$ cat config.mk
export PLATFORM = sky130hd
export DESIGN_NAME = ring_signal_validator
export DESIGN_NICKNAME = d
export VERILOG_FILES = /design/src/shared/ring_signal_validator_pkg.sv /design/src/hdl/ring_signal_validator.sv
export VERILOG_INCLUDE_DIRS = /design/src /design/src/shared
export SDC_FILE = /design/constraint.sdc
export NUM_CORES = 1
export LEC_CHECK = 0
export BUFFER_PORTS_ARGS = -buffer_cell sky130_fd_sc_hd__buf_4
export CORE_ASPECT_RATIO = 0.5
export CORE_MARGIN = 10
export CORE_UTILIZATION = 49
export CTS_CLUSTER_DIAMETER = 150
export DETAILED_ROUTE_END_ITERATION = 8
export GPL_TIMING_DRIVEN = 0
export MAX_ROUTING_LAYER = met4
export PLACE_DENSITY = 0.71
export SYNTH_ARGS = -nofsm -noshare
export SYNTH_HDL_FRONTEND = slang
export SYNTH_SLANG_ARGS = --single-unit
$ cat constraint.sdc
create_clock -name core_clk_i -period 3.4 [get_ports core_clk_i]
set_clock_uncertainty 0.2 [all_clocks]
set_input_delay 0.68 -clock core_clk_i [delete_from_list [all_inputs] [get_ports core_clk_i]]
set_output_delay 0.68 -clock core_clk_i [all_outputs]
set_load 0.02 [all_outputs]
$ cat src/shared/ring_signal_validator_defs.svh
// register map, field positions, reset values and timing figures of the ring validator
// assumes inclusion by the package and the validator module only
`ifndef RING_SIGNAL_VALIDATOR_DEFS_SVH
`define RING_SIGNAL_VALIDATOR_DEFS_SVH

// register indices; byte address is four times the index
`define RSV_IDX_CFG_C        8'h16
`define RSV_IDX_CFG_A        8'h17
`define RSV_IDX_CFG_B        8'h18
`define RSV_IDX_STATUS       8'h19

// reset values
`define RSV_RST_CFG_C        8'h96
`define RSV_RST_CFG_A        8'h2d
`define RSV_RST_CFG_B        8'h19

// config c fields: delay code low bits, max interval
`define RSV_C_DLY_HI         7
`define RSV_C_DLY_LO         6
`define RSV_C_MAX_HI         5
`define RSV_C_MAX_LO         0
// config a fields: delay code high bit, end timeout, confirm time
`define RSV_A_DLY2           7
`define RSV_A_TO_HI          6
`define RSV_A_TO_LO          3
`define RSV_A_CONF_HI        2
`define RSV_A_CONF_LO        0
// config b fields: qualify enable, assertion time
`define RSV_B_EN             7
`define RSV_B_AST_HI         5
`define RSV_B_AST_LO         0
// status bits
`define RSV_S_VALID          0
`define RSV_S_QUAL           1
`define RSV_S_DELAY          2

// base tick: 2 ms, the unit of every timer below
`define RSV_CLK_KHZ          25000
`define RSV_TICK_MS          2
// delay step 256 ms, timeout step 128 ms, in ticks
`define RSV_DLY_STEP         10'd128
`define RSV_TO_STEP          10'd64
// confirmation times 100..1024 ms, in ticks
`define RSV_CONF_0           10'd50
`define RSV_CONF_1           10'd75
`define RSV_CONF_2           10'd100
`define RSV_CONF_3           10'd128
`define RSV_CONF_4           10'd192
`define RSV_CONF_5           10'd256
`define RSV_CONF_6           10'd320
`define RSV_CONF_7           10'd512

`endif

$ cat src/shared/ring_signal_validator_pkg.sv
// types used by the ring validator alone; its bench does not import them
// assumes the defs header sits beside it on the include path
package ring_signal_validator_pkg;
  `include "ring_signal_validator_defs.svh"

  // qualification phases
  typedef enum logic [1:0] {
    ST_IDLE,
    ST_QUALIFY,
    ST_DELAY,
    ST_VALID
  } ring_state_t;
endpackage : ring_signal_validator_pkg

$ cat src/hdl/ring_signal_validator.sv
// ring validation qualifier with its configuration registers on avalon-mm
// assumes ring_event_i is a one-cycle pulse synchronous to core_clk_i
//
// What this block does
// - delay code picks validation-to-indication delay
// - ring over after timeout without crossing
// - valid only after in-range confirmation time
// - enable bit clear turns qualification off
// - each event while enabled reloads interval timer, counts down
// - event after timer expiry: too low, invalidate
// - min spacing is assertion minus max
// - remaining time above max: too high, invalidate
// - delay low bits and max in preceding byte
`include "ring_signal_validator_defs.svh"

module ring_signal_validator #(
  parameter int TICK_CYCLES = `RSV_CLK_KHZ * `RSV_TICK_MS
) (
  // clock and reset
  input  wire logic        core_clk_i,
  input  wire logic        rst_n_i,
  // avalon-mm slave
  input  wire logic [7:0]  address_i,
  input  wire logic        read_i,
  input  wire logic        write_i,
  input  wire logic [31:0] writedata_i,
  output logic      [31:0] readdata_o,
  output logic             waitrequest_o,
  // line-side detector
  input  wire logic        ring_event_i,
  // ring indication
  output logic             ring_valid_o
);
  import ring_signal_validator_pkg::*;

  // a zero-cycle tick has no meaning; refuse it at elaboration, not at run time
  if (TICK_CYCLES < 1) begin : g_tick_check
    $error("TICK_CYCLES must be at least 1");
  end

  localparam int TW = $clog2(TICK_CYCLES + 1);

  logic [7:0]   cfg_a_q;
  logic [7:0]   cfg_b_q;
  logic [7:0]   cfg_c_q;
  logic         wait_q;
  logic [TW-1:0] tick_cnt_q;
  logic         tick_q;
  ring_state_t  state_q;
  ring_state_t  state_d;
  logic [5:0]   ivl_q;
  logic [9:0]   phase_q;
  logic [9:0]   to_q;
  logic [9:0]   conf_lim;
  logic [9:0]   dly_lim;
  logic [9:0]   to_lim;
  logic [2:0]   dly_code;
  logic         enable;
  logic         bad_evt;
  logic [5:0]   idx;
  logic         acc;
  logic [7:0]   rd_byte;

  assign enable   = cfg_b_q[`RSV_B_EN];
  // delay code split over two bytes
  assign dly_code = {cfg_a_q[`RSV_A_DLY2], cfg_c_q[`RSV_C_DLY_HI:`RSV_C_DLY_LO]};
  assign dly_lim  = 10'(dly_code) * `RSV_DLY_STEP;
  // code zero would end a ring at once; software keeps it away
  assign to_lim   = 10'(cfg_a_q[`RSV_A_TO_HI:`RSV_A_TO_LO]) * `RSV_TO_STEP;
  assign idx      = address_i[7:2];
  assign acc      = (read_i || write_i) && !wait_q;

  // confirmation time table
  always_comb begin
    case (cfg_a_q[`RSV_A_CONF_HI:`RSV_A_CONF_LO])
      3'h0:    conf_lim = `RSV_CONF_0;
      3'h1:    conf_lim = `RSV_CONF_1;
      3'h2:    conf_lim = `RSV_CONF_2;
      3'h3:    conf_lim = `RSV_CONF_3;
      3'h4:    conf_lim = `RSV_CONF_4;
      3'h5:    conf_lim = `RSV_CONF_5;
      3'h6:    conf_lim = `RSV_CONF_6;
      default: conf_lim = `RSV_CONF_7;
    endcase
  end

  // an event fails if the timer ran out (too low) or too much remains (too high);
  // the window left is assertion minus max, in 2 ms ticks
  assign bad_evt = (ivl_q == 6'h00) ||
                   (ivl_q > cfg_c_q[`RSV_C_MAX_HI:`RSV_C_MAX_LO]);

  // bus handshake: one wait cycle, then the access completes
  always_ff @(posedge core_clk_i or negedge rst_n_i) begin
    if (!rst_n_i) begin
      wait_q <= 1'b1;
    end else if (read_i || write_i) begin
      wait_q <= !wait_q;
    end else begin
      wait_q <= 1'b1;
    end
  end

  assign waitrequest_o = wait_q;

  // register writes take effect at the completing edge
  always_ff @(posedge core_clk_i or negedge rst_n_i) begin
    if (!rst_n_i) begin
      cfg_a_q <= `RSV_RST_CFG_A;
      cfg_b_q <= `RSV_RST_CFG_B;
      cfg_c_q <= `RSV_RST_CFG_C;
    end else if (acc && write_i) begin
      case (8'(idx))
        `RSV_IDX_CFG_A: cfg_a_q <= writedata_i[7:0];
        `RSV_IDX_CFG_B: cfg_b_q <= writedata_i[7:0];
        `RSV_IDX_CFG_C: cfg_c_q <= writedata_i[7:0];
        default: ;
      endcase
    end
  end

  // read mux; unmapped indices read zero
  always_comb begin
    case (8'(idx))
      `RSV_IDX_CFG_A:  rd_byte = cfg_a_q;
      `RSV_IDX_CFG_B:  rd_byte = cfg_b_q;
      `RSV_IDX_CFG_C:  rd_byte = cfg_c_q;
      `RSV_IDX_STATUS: rd_byte = {5'h00, state_q == ST_DELAY,
                                  state_q == ST_QUALIFY, ring_valid_o};
      default:         rd_byte = 8'h00;
    endcase
  end

  // read data loaded in the wait cycle so it stands at the completing edge
  always_ff @(posedge core_clk_i or negedge rst_n_i) begin
    if (!rst_n_i) begin
      readdata_o <= 32'h0000_0000;
    end else if (read_i && wait_q) begin
      readdata_o <= {24'h00_0000, rd_byte};
    end
  end

  // free-running 2 ms tick
  always_ff @(posedge core_clk_i or negedge rst_n_i) begin
    if (!rst_n_i) begin
      tick_cnt_q <= '0;
      tick_q     <= 1'b0;
    end else if (tick_cnt_q == TW'(TICK_CYCLES - 1)) begin
      tick_cnt_q <= '0;
      tick_q     <= 1'b1;
    end else begin
      tick_cnt_q <= tick_cnt_q + 1'b1;
      tick_q     <= 1'b0;
    end
  end

  // phase sequencing
  always_comb begin
    state_d = state_q;
    case (state_q)
      ST_IDLE: begin
        if (ring_event_i) state_d = ST_QUALIFY;
      end
      ST_QUALIFY: begin
        if (phase_q >= conf_lim) state_d = ST_DELAY;
      end
      ST_DELAY: begin
        if (phase_q >= dly_lim) state_d = ST_VALID;
      end
      ST_VALID: ;
      default: state_d = ST_IDLE;
    endcase
    // a bad interval restarts qualification from this event
    if (state_q != ST_IDLE && ring_event_i && bad_evt) state_d = ST_QUALIFY;
    // silence past the timeout ends the ring
    if (state_q != ST_IDLE && to_q >= to_lim) state_d = ST_IDLE;
    if (!enable) state_d = ST_IDLE;
  end

  always_ff @(posedge core_clk_i or negedge rst_n_i) begin
    if (!rst_n_i) begin
      state_q <= ST_IDLE;
    end else begin
      state_q <= state_d;
    end
  end

  // interval timer: reload on each event while enabled, count down per tick
  always_ff @(posedge core_clk_i or negedge rst_n_i) begin
    if (!rst_n_i) begin
      ivl_q <= 6'h00;
    end else if (ring_event_i && enable) begin
      ivl_q <= cfg_b_q[`RSV_B_AST_HI:`RSV_B_AST_LO];
    end else if (tick_q && ivl_q != 6'h00) begin
      ivl_q <= ivl_q - 1'b1;
    end
  end

  // confirm/delay counter, cleared on each phase change
  always_ff @(posedge core_clk_i or negedge rst_n_i) begin
    if (!rst_n_i) begin
      phase_q <= 10'h000;
    end else if (state_d != state_q || (ring_event_i && bad_evt)) begin
      phase_q <= 10'h000;
    end else if (tick_q && phase_q != 10'h3ff) begin
      phase_q <= phase_q + 1'b1;
    end
  end

  // time since the last crossing; saturates rather than wraps
  always_ff @(posedge core_clk_i or negedge rst_n_i) begin
    if (!rst_n_i) begin
      to_q <= 10'h000;
    end else if (ring_event_i || state_q == ST_IDLE) begin
      to_q <= 10'h000;
    end else if (tick_q && to_q != 10'h3ff) begin
      to_q <= to_q + 1'b1;
    end
  end

  // indication follows the validated phase
  always_ff @(posedge core_clk_i or negedge rst_n_i) begin
    if (!rst_n_i) begin
      ring_valid_o <= 1'b0;
    end else begin
      ring_valid_o <= (state_d == ST_VALID);
    end
  end
endmodule : ring_signal_validator

After elaboration in Yosys (flattened, before gate mapping)
Index checks and enable logic that the tools add are counted.
W data, S select, Z words.

storage, ports and cells
  register bits after elaboration = 79
  input port bits = 45
  output and inout port bits = 34
  logic and storage cells = 82

cells by class
  add/subtract/negate cells = 4
  magnitude comparators = 4
  equal/unequal tests = 17
  muxes and demuxes = 18
  reductions and logical operators = 27

operators by type and width
  kind                     number
  $pmux W10 S7             1
  $mux W10                 4
  $pmux W8 S4              1
  $ge A10 B10 Y1           3
  $eq A6 B5 Y1 const B     4
  $add A10 B1 Y10 const B  2
  $ne A10 B10 Y1 const B   2
  $add A16 B1 Y16 const B  1
  $eq A16 B16 Y1 const B   1
  $mux W16                 1
  $mux W2                  6
  $mux W6                  2
  $logic_and A1 B1 Y1      11
  $eq A3 B3 Y1 const B     3
  $reduce_bool A2 Y1       4
  $eq A3 B2 Y1 const B     2
  $gt A6 B6 Y1             1
  $logic_not A6 Y1         1
  $pmux W2 S3              1
  $reduce_and A2 Y1        3
  $reduce_bool A6 Y1       1
  $sub A6 B1 Y6 const B    1
  $eq A2 B2 Y1 const B     2
  $logic_or A1 B1 Y1       4
  7 further kinds          8

Logic depth before layout (Yosys ltp)
  word-level depth = 11
  gate-level depth with buffers = 12
  gate-level depth less buffers = 11

Worst setup path before layout
OpenSTA, ideal clock, no wires.

  path type = register to register
  from = register cfg_a_q[0]
  to = register phase_q[2]
  arrival = 2.158 ns
  required time = 3.120 ns
  slack = 0.961 ns
  cell stages (with the launch flop) = 11
  path through = dfstp_2 > clkbuf_1 > and2_1 > inv_1 > ha_1 > a21o_1 > a211oi_1 > o21ai_0 > nand3_1 > nand3_4 > nor3_2

between the ends
  cells in the longest elaborated chain, start to end = 11

RTL lines
  item                                                   line                          RTL
  start, declared                                        ring_signal_validator.sv:43   logic [7:0] cfg_a_q;
  start signal, assigned                                 ring_signal_validator.sv:108  cfg_a_q <= `RSV_RST_CFG_A;
  start signal, assigned                                 ring_signal_validator.sv:113  `RSV_IDX_CFG_A: cfg_a_q <= writedata_i[7:0];
  $eq A3 B3 Y1, or another cell as far along             ring_signal_validator.sv:75   case (cfg_a_q[`RSV_A_CONF_HI:`RSV_A_CONF_LO])
  $pmux W10 S7 *                                         ring_signal_validator.sv:75
  $ge A10 B10 Y1 *                                       ring_signal_validator.sv:164  if (phase_q >= conf_lim) state_d = ST_DELAY;
  $mux W2 *                                              ring_signal_validator.sv:164
  $pmux W2 S3 *                                          ring_signal_validator.sv:159  case (state_q)
  $mux W2 *                                              ring_signal_validator.sv:173  if (state_q != ST_IDLE && ring_event_i && bad_evt) state_d = ST_QUALIFY;
  $mux W2 *                                              ring_signal_validator.sv:175  if (state_q != ST_IDLE && to_q >= to_lim) state_d = ST_IDLE;
  $mux W2 *                                              ring_signal_validator.sv:176  if (!enable) state_d = ST_IDLE;
  $ne A2 B2 Y1 *                                         ring_signal_validator.sv:202  end else if (state_d != state_q || (ring_event_i && bad_evt)) begin
  $logic_or A1 B1 Y1 *                                   ring_signal_validator.sv:202
  $mux W10 / $reduce_bool A2 Y1 (equally long branches)  -
  end signal, assigned                                   ring_signal_validator.sv:205  phase_q <= phase_q + 1'b1;
  end, declared                                          ring_signal_validator.sv:52   logic [9:0] phase_q;

Every way passes the cells marked *; elsewhere a longest branch is shown, timed or not.
A chain may end at the register's enable or synchronous reset.

Worst setup path after layout
  from = register cfg_a_q[0]
  to = register phase_q[3]

The elaborated chain is that of the path after synthesis.

==> results by group <==
Timing
  • Setup TNS: 0 ns
  • Hold slack: 0.2823 ns
  • Worst-Margin Slew: 0.9591 ns
  • Final Hold Vio Count: 0
  • Count of pins over their slew limit: 0
  • F_max: 0.3603 GHz
  • RSZ-0062 raised after global routing: false
  • Period minus WS final: 2.776 ns
  • Endpoints failing setup: 0
  • Final worst-path cycle share: 81.64%
  • Slew headroom: 36.06%

Route
  • Routed WL: 9.641 mm
  • Post-Route M1 WL: 4.540 mm
  • Vias: 3562
  • Residual DRC: 0
  • Via/cell ratio: 5.301
  • Metal3 WL: 669 um
  • WL per Instance: 14.35 um
  • DRT Pass-1 Iters: 4
  • Routed met2 length: 4.339 mm
  • Uppermost layer routed: met4
  • Post-DRT Antenna Nets: 0
  • Starting DRT DRC Count: 149

Yosys
  • Syn_area_per_cell: 9.615 um^2
  • Cell Area, Synth: 0.004663 mm^2
  • Post-synthesis sequential area ratio: a little over two fifths
  • Post-synthesis simple-gate area fraction: 19.32%
  • Mux cell area share after synthesis: 5.447%
  • EDFF count, synth: 0
  • Async set-reset flop share out of synthesis: 100.0%
  • Post-synthesis cell type count: 59
  • Synth Area in Compound Gates: between 10% and 20%
  • #FFs+latches synth: 79
  • Synth Flop Type: dfrtp_1
  • Synth Area in XOR/XNOR: ~4.5%
  • Largest family of logic cells by synthesized area: simple AND/OR/NAND/NOR gates
  • Synth Area in Adders: 7.781%
  • Mapped Cells: 485
  • Yosys warns: 0

Critical path
  • Arrival @ worst endpoint: ~2.8 ns
  • CP delay by family, top: simple AND/OR/NAND/NOR gates
  • Sequence of cells on the critical path: clkbuf_1 > and2_1 > inv_1 > ha_1 > a21o_1 > a211oi_1 > o21ai_0 > nand3_1 > nand3_4 > nor3_2
  • Worst r2r dst: phase_q[3]
  • Bufs and invs on worst path: 2
  • R2R depth: 10
  • Slowest-stage cell, CP: dfstp_2
  • Startpoint types: flop
  • Crit Path Max Fanout: 10
  • Crit. End Element: flop
  • Critical Path Max Stage Delay: 0.51 ns
  • Worst EP required: 3.45 ns
  • Crit Path Class: reg -> reg
  • Reg-to-reg setup timing slack: approximately 0.62 ns
  • R2r startpoint: cfg_a_q[0]

CTS
  • Hold buffers post-CTS: 0
  • Cts repair resizes: 0
  • Clock Tree Root: clkbuf_16
  • Cts bufs inserted: 9
  • Sink Count: 79
  • CTS H-tree lvls: 3
  • Postcts setup bufs: 0
  • Clock transition at path regs: 0.06 ns
  • Worst-Skew Late Latency: about 0.33 ns
  • TritonCTS clock tree: done
  • Deepest clock path buffer count: 2

Min path
  • Worst Hold Depth: 1
  • Hold EP: readdata_o[2]
  • Worst Hold Class: reg -> reg
  • Worst hold start: readdata_o[2]

Final layout
  • Ant. Diodes: 0
  • Layout cells sized above 1: between 10% and 20%
  • Fin cells: roughly 670
  • Most common cell after layout, fill and taps aside: dfrtp_1
  • Area Growth Syn to Fin: 15.94%
  • Number of fill cells: 798
  • Reg area: around 0.002 mm^2
  • Fin area: ~0.0054 mm^2
  • Most frequent cells in the layout: 67 x dfrtp_1, 54 x nor2_1, 51 x buf_4
  • Footprint of the multi-input gates: 0.002424 mm^2
  • Nets: 620

Floorplan
  • Starting Density: 49.86%
  • Core area: between 0.009 and 0.01 mm^2
  • Row cnt: 25
  • Die W: 158.0 um
  • Die area: around 0.014 mm^2
  • Ports: 79
  • Die Span Y: between 80 and 90 um

Place
  • Post-DP HPWL: approximately 7.0 mm
  • Gpl congestion: about 0.86
  • Port Buffers: 27
  • Area post-placement: 0.005104 mm^2
  • Placed insts: 656

GRT
  • Antenna violations before repair: 0
  • Total track usage: 14.97%
  • First-pass GRT wire length: 16.79 mm
  • Vias in the first global route: between 3000 and 4000
  • Largest net degree at the start of global routing: 80
  • GRT overflow: 0

Power
  • Leak: 2.608 nW
  • P per Cell Area: 460.0 mW/mm^2
  • Maximum VDD drop: 0.2454 mV

Flow run
  • Number of max-cap violations: 0

Outcome
  • Status: complete, no violations
## registers in the layout (all words and copies together), names as in the netlist
signal and count:
ring_valid_o 1, tick_q 1, phase_q 10, ivl_q 6
tick_cnt_q 16, state_q 2, cfg_b_q 8, readdata_o 8
cfg_a_q 8, to_q 10, waitrequest_o 1, cfg_c_q 8
## worst register-to-register path, cell delays in order, from the launching register on
cell	delay (ns)
dfstp_2	0.51
clkbuf_1	0.33
and2_1	0.22
inv_1	0.05
ha_1	0.28
a21o_1	0.16
a211oi_1	0.22
o21ai_0	0.18
nand3_1	0.18
nand3_4	0.17
nor3_2	0.21
## routing by layer
metal  global-route usage [%]  vias to the layer above
li1                         -                     1795
met3                    4.659                        8
met2                    24.28                       74
met1                    17.98                     1685
met5                        -                        -
met4                    3.843                        0
## power by group
part | total, W | internal (W) | switching [W]
Sequential | 0.00109 | 0.00102 | 0.0000758
Clock | 0.000968 | 0.000608 | 0.000360
Combinational | 0.000425 | 0.000183 | 0.000242
## area by class of cell
cell class,instances,area share [%]
clock inverters,3,0.7869
inverters,24,1.666
clock buffers,13,4.814
plain buffers,40,4.513
well taps,121,2.800
repair buffers,27,3.749
multi-input cells,365,44.83
flip-flops and latches,79,36.84
## logic make-up after synthesis
family / Yosys count
adder cells (fa/ha/maj): 29
AO/OA/AOI/OAI: 92
buffers and inverters: 64
multiplexers: 23
flip-flops: 79
other: 1
XOR/XNOR: 24
AND/OR/NAND/NOR: 173
## per-stage QoR
step                power [W]  util (%)  setup WS (ns)
finish               0.002487     57.81         0.6242
global route         0.002625     57.81         0.4244
CTS                  0.002509     57.81         0.6317
detailed placement   0.001529     54.57         0.5842
global placement     0.001518     54.57         0.6002
floorplan            0.001407         -         0.9614
## Yosys cell counts, drive strengths merged (7+ instances only)
| library cell | instances | area (um^2) |
|---|---|---|
| dfrtp | 67 | 1677 |
| o21ai | 24 | 120.1 |
| nand2b | 7 | 43.79 |
| xor2 | 13 | 113.9 |
| a21oi | 20 | 100.1 |
| clkbuf | 12 | 45.04 |
| a22oi | 8 | 60.06 |
| nor2 | 54 | 202.7 |
| nand3 | 16 | 92.59 |
| xnor2 | 11 | 96.34 |
| nand4 | 10 | 62.56 |
| a21o | 7 | 52.55 |
| dfstp | 12 | 315.3 |
| buf | 28 | 198.9 |
| nand2 | 43 | 163.9 |
| a31oi | 9 | 71.32 |
| and3 | 9 | 57.56 |
| ha | 29 | 362.9 |
| mux2 | 19 | 214.0 |
| inv | 24 | 90.09 |
## worst max-delay path by stage
stage | startpoint | end | slack, ns | depth (start not counted)
after floorplan | cfg_a_q[0] | phase_q[2] | 0.96 | 10
after global placement | address_i[7] | cfg_b_q[5] | 0.60 | 6
after detailed placement | address_i[7] | cfg_a_q[1] | 0.58 | 5
after CTS | cfg_a_q[0] | phase_q[3] | 0.63 | 10
after global routing | cfg_a_q[0] | phase_q[3] | 0.42 | 10
final | cfg_a_q[0] | phase_q[3] | 0.62 | 10
Note: power is estimated with default switching activity, not from simulation.
